$ cat src/sld_cfg.svh
// Constants for the serial latched display driver
`ifndef SLD_CFG_SVH
`define SLD_CFG_SVH
`define SLD_STAGES      32
`define SLD_SHIFT_RESET 32'h0000_0000
`define SLD_LATCH_RESET 32'h0000_0000
`endif

$ cat src/sld_pkg.sv
// Types for the serial latched display driver
`include "sld_cfg.svh"
package sld_pkg;
    typedef logic [`SLD_STAGES-1:0] sld_word_type;
    typedef struct packed {
        logic shift_edge;
        logic ser_in;
        logic strobe;
        logic blank;
    } sld_ctrl_type;
    typedef struct packed {
        logic         ser_out;
        sld_word_type drive;
    } sld_out_type;
endpackage

$ cat src/sld_shift.sv
// Serial-in shift register with edge detect on the shift clock
`timescale 1ns/10ps
`include "sld_cfg.svh"
module sld_shift #(
    parameter int STAGES = `SLD_STAGES
) (
    input  wire logic              clk,
    input  wire logic              rst,
    input  wire logic              ce,
    input  wire logic              shift_clk,
    input  wire logic              ser_in,
    output logic [STAGES-1:0]      stages,
    output logic                   rise
);
    logic              shift_clk_q;
    logic              next_shift_clk_q;
    logic [STAGES-1:0] next_stages;

    // Rising edge of the shift clock, taken as synchronous to CLK
    assign rise = shift_clk & ~shift_clk_q;

    // New bit enters stage 0, older bits move toward the last stage
    always_comb begin
        next_shift_clk_q = shift_clk;
        next_stages      = stages;
        if (rise) begin
            next_stages = {stages[STAGES-2:0], ser_in};
        end
    end

    // Register stage; CE low freezes everything
    always_ff @(posedge clk) begin
        if (rst) begin
            shift_clk_q <= 1'b0;
            stages      <= STAGES'(`SLD_SHIFT_RESET);
        end else if (ce) begin
            shift_clk_q <= next_shift_clk_q;
            stages      <= next_stages;
        end
    end
endmodule

$ cat src/sld_top.sv
// Serial latched display driver: shift, latch and blanking stages
// Contract
// - A rising shift-clock edge captures serial input into the first stage.
// - Each later rising edge moves every stage one place toward serial out.
// - Shift register and latches hold 32 stages; stage N drives output N.
// - Last shift stage drives serial output for cascading devices.
// - Strobe high makes latches transparent, tracking the shift stages.
// - Strobe low makes latches hold their stored value.
// - Blanking high drives every DRIVE output low; serial output is not blanked.
// - Blanking never changes latch contents.
// - Blanking low lets each output follow its own latch.
// - Serial output shows the last shift stage one clock cycle later.
`timescale 1ns/10ps
`include "sld_cfg.svh"
module sld_top #(
    parameter int STAGES = `SLD_STAGES
) (
    input  wire logic              CLK,
    input  wire logic              RST,
    input  wire logic              CE,
    input  wire logic              SHIFT_CLK,
    input  wire logic              SER_IN,
    input  wire logic              STROBE,
    input  wire logic              BLANK,
    output logic                   SER_OUT,
    output logic [STAGES-1:0]      DRIVE
);
    logic [STAGES-1:0] stages;
    logic              rise;
    logic [STAGES-1:0] latch;
    logic [STAGES-1:0] next_latch;
    logic [STAGES-1:0] next_drive;
    logic              next_ser_out;

    sld_pkg::sld_ctrl_type ctrl;

    // Pin inputs travel as one bundle; SHIFT_CLK is a plain synchronous
    // level here, its rising edge is found inside the shift stage
    assign ctrl = '{
        shift_edge: SHIFT_CLK,
        ser_in:     SER_IN,
        strobe:     STROBE,
        blank:      BLANK
    };

    // One stage per output driver
    sld_shift #(.STAGES(STAGES)) u_shift (
        .clk       (CLK),
        .rst       (RST),
        .ce        (CE),
        .shift_clk (ctrl.shift_edge),
        .ser_in    (ctrl.ser_in),
        .stages    (stages),
        .rise      (rise)
    );

    // Per-bit latch, transparent to the shift stage while strobe is high;
    // blanking is not read here so stored data survives it
    always_comb begin
        for (int i = 0; i < STAGES; i++) begin
            next_latch[i] = ctrl.strobe ? stages[i] : latch[i];
        end
    end

    // Output stage: blanking forces low, else follow the latch. Outputs are
    // computed from next_latch so strobe and data land in the same cycle.
    always_comb begin
        next_ser_out = stages[STAGES-1];
        for (int i = 0; i < STAGES; i++) begin
            next_drive[i] = ctrl.blank ? 1'b0 : next_latch[i];
        end
    end

    // Register all state; CE low freezes it
    always_ff @(posedge CLK) begin
        if (RST) begin
            latch   <= STAGES'(`SLD_LATCH_RESET);
            DRIVE   <= STAGES'(`SLD_LATCH_RESET);
            SER_OUT <= 1'b0;
        end else if (CE) begin
            latch   <= next_latch;
            DRIVE   <= next_drive;
            SER_OUT <= next_ser_out;
        end
    end
endmodule

$ cat config.mk
export PLATFORM = sky130hd
export DESIGN_NAME = sld_top
export DESIGN_NICKNAME = d
export VERILOG_FILES = /design/src/sld_pkg.sv /design/src/sld_shift.sv /design/src/sld_top.sv
export VERILOG_INCLUDE_DIRS = /design/src
export SDC_FILE = /design/constraint.sdc
export NUM_CORES = 1
export LEC_CHECK = 0
export BUFFER_PORTS_ARGS = -buffer_cell sky130_fd_sc_hd__buf_2
export CAP_MARGIN = 20
export CORE_UTILIZATION = 60
export DETAILED_ROUTE_END_ITERATION = 8
export PLACE_DENSITY = 0.91
export SLEW_MARGIN = 20
export SYNTH_ARGS = -nofsm -noshare
export SYNTH_HDL_FRONTEND = slang
export SYNTH_SLANG_ARGS = --single-unit
$ cat constraint.sdc
create_clock -name CLK -period 2 [get_ports CLK]
set_input_delay 0.1 -clock CLK [delete_from_list [all_inputs] [get_ports CLK]]
set_output_delay 0.1 -clock CLK [all_outputs]
set_load 0.02 [all_outputs]
==> flow_summary_export.csv <==
group,metric,value,unit
grt,grt_pass1_wl,12300,um
clock_tree,clock-root-buffer,"clkbuf_8",
route,drtAntennaViolNets,0,
synthesis,synth_top_area_share,48.6,%
power_and_ir_drop,p_comb_share,5.3,%
clock_tree,hold_buffers,0,
synthesis,avgSynthCellArea,11.0,um2
synthesis,synth-seq-cells,98,
finish,layout_commonest_cell,"dfxtp_1",
power_and_ir_drop,p_total,3620,uW
route,drcViolationCount,6,
synthesis,synth-seq-area-share,48.6,%
timing,setup_viol,0,
clock_tree,cts_setup_buffers,0,
setup_path,end_kind,"flip-flop",
finish,final_cells,470,
die,die-width,84.0,um
clock_tree,clk_transition_reported_paths,0.09,ns
setup_path,worstPathArrival,1.57,ns
setup_path,crit-reg2reg-launch,"u_shift.shift_clk_q",
setup_path,cp_max_fo,23,
setup_path,r2r-end,"u_shift.stages[9]",
power_and_ir_drop,switching_power,778,uW
timing,worst_slew_pin_slew,0.843,ns
grt,grt_max_degree,54,
synthesis,synthTopCellsByArea,"dfxtp_1 (49%), mux2i_1 (16%), a21bo_2 (7.9%), nand2b_1 (5.1%), o2bb2ai_1 (4.8%)",
timing,grt_setup_unrepaired,"false",
finish,diodes,0,
die,initial_utilization,62.9,%
synthesis,synthCells,368,
route,initialDrtViolationCount,123,
grt,grt_pass1_vias,2592,
placement,gp_congestion,0.736,
finish,synthToLayoutAreaGrowth,11.3,%
run_status,failed_checks,"design-rule violations",
power_and_ir_drop,leakagePower,0.00173,uW
clock_tree,cts_buffers,9,
setup_path,r2r_slack,0.71,ns
power_and_ir_drop,powerDensity,805,nW/um2
timing,hold_violations,0,
clock_tree,clk_latency,0.35,ns
run,maxCapViolCount,0,
die,placementRows,29,
clock_tree,cts.path.max_buffers,2,
synthesis,synth_nets,375,
power_and_ir_drop,ir_drop,474,uV
route,wirelength,7380,um
clock_tree,cts_tree,"built",
grt,antenna_found_initial,0,
power_and_ir_drop,clockPowerShare,40.6,%
die,die_y,84.0,um
clock_tree,postCtsResizedCells,0,
hold_path,min_from,"SER_IN",
synthesis,synthesis.area,4040,um2
hold_path,min_path_cells,3,
setup_path,r2r_cells,3,
placement,io_buffers,39,
finish,drive_above_1_share,27.0,%
finish,stdcell_area,4490,um2
power_and_ir_drop,power_frac_seq,54.1,%
route,routedWlPerCell,15.7,um
timing,hold_ws,0.0195,ns
setup_path,critPathKind,"flip-flop to flip-flop",
die,ios,40,
timing,min_period,1.29,ns
finish,final_cell_mix,"dfxtp_1 (98), mux2i_1 (66), buf_2 (38)",
clock_tree,cts.htree.levels,3,
clock_tree,clock_sinks,98,
timing,slew_viol_final,0,
die,coreArea,6420,um2
grt,overflow,0,
synthesis,yosys_warnings,0,
die,die-area,7060,um2
synthesis,yosys.area.top_type,"dfxtp_1",
route,dr.pass1.iters,7,
run_status,status,"finished with violations",
finish,nets,397,
route,via_count,2769,
timing,skew,0.00937,ns
placement,place_hpwl,4600,um
timing,relSlewSlack,43.8,%
power_and_ir_drop,p_sw_share,21.5,%
timing,setup_tns,0,ns
placement,placed_area,4260,um2
route,vias_per_cell,5.89,
synthesis,ys_types,16,
timing,max_freq,775,MHz
setup_path,cp-start-kind,"flip-flop",
placement,dp.cells,456,
grt,gr-usage-all-layers,21.8,%
timing,fin_crit_sh,64.5,%
hold_path,worstHoldEndpoint,"u_shift.stages[0]",
setup_path,required,2.28,ns
power_and_ir_drop,p_int,2840,uW
hold_path,hp-class,"input port to flip-flop",
-- how the worst max path moves through the flow --
stage                        start                 end  slack, ns  cells past startpoint
2_1_floorplan  u_shift.shift_clk_q   u_shift.stages[0]       0.90                      4
3_3_place_gp                    CE           DRIVE[23]       0.57                      4
3_5_place_dp                    CE           DRIVE[21]       0.48                      4
4_1_cts        u_shift.shift_clk_q   u_shift.stages[9]       0.71                      3
5_1_grt        u_shift.shift_clk_q  u_shift.stages[12]       0.65                      3
6_report       u_shift.shift_clk_q   u_shift.stages[9]       0.71                      3
-- synthesized netlist by cell type --
library cell and count:
nand3b_1 1, nor2_1 3, nand3_1 32, nand2b_1 33
mux2i_1 66, dfxtp_1 98, clkbuf_1 14, buf_4 1
buf_2 19, a21oi_1 32, or3b_1 1, and3b_1 1
o2bb2ai_2 10, buf_6 3, a21bo_2 32, o2bb2ai_1 22
-- stage by stage --
step	utilization [%]	worst slack, ns
2_1_floorplan	-	0.905
3_3_place_gp	66.4	0.569
3_5_place_dp	66.4	0.482
4_1_cts	70.0	0.710
5_1_grt	70.0	0.648
6_report	70.0	0.710
-- final cells by class --
class                           count  area [um2]
Clock inverter                      5         105
Tap cell                           77        96.3
Sequential cell                    98        1960
Timing Repair Buffer               48         315
Clock buffer                        9         124
Multi-Input combinational cell    233        1890
Fill cell                         478        1930
-- per-layer routing --
| layer | vias to the layer above | routed length, um | GRT usage [%] |
|---|---|---|---|
| met5 | - | 0 | 0 |
| met4 | 0 | 136 | 10.3 |
| met3 | 11 | 250 | 3.26 |
| met2 | 59 | 3450 | 35.2 |
| met1 | 1334 | 3550 | 28.8 |
| li1 | 1365 | - | - |
-- flip-flops by register name, indices dropped and copies added, names as in the netlist --
| register | cells |
|---|---|
| DRIVE | 32 |
| SER_OUT | 1 |
| latch | 32 |
| u_shift.shift_clk_q | 1 |
| u_shift.stages | 32 |
-- kinds of logic after synthesis --
| group | share of synthesized area [%] |
|---|---|
| AO/OA/AOI/OAI | 20.4 |
| buffers and inverters | 4.68 |
| flip-flops | 48.6 |
| multiplexers | 16.4 |
| AND/OR/NAND/NOR | 9.98 |
-- power groups by stage --
stage	clock network, uW	registers, uW	logic [uW]
floorplan	0	2000	151
global placement	0	2000	185
detailed placement	0	2000	191
CTS	1490	1950	191
global route	1560	1960	204
finish	1470	1950	191
-- worst max-delay path, cell delays in order, from the launching register on --
cell     delay [ns]
dfxtp_1        0.33
and3b_2        0.41
buf_12         0.24
mux2i_1        0.22
(Power assumes the default switching activity.)
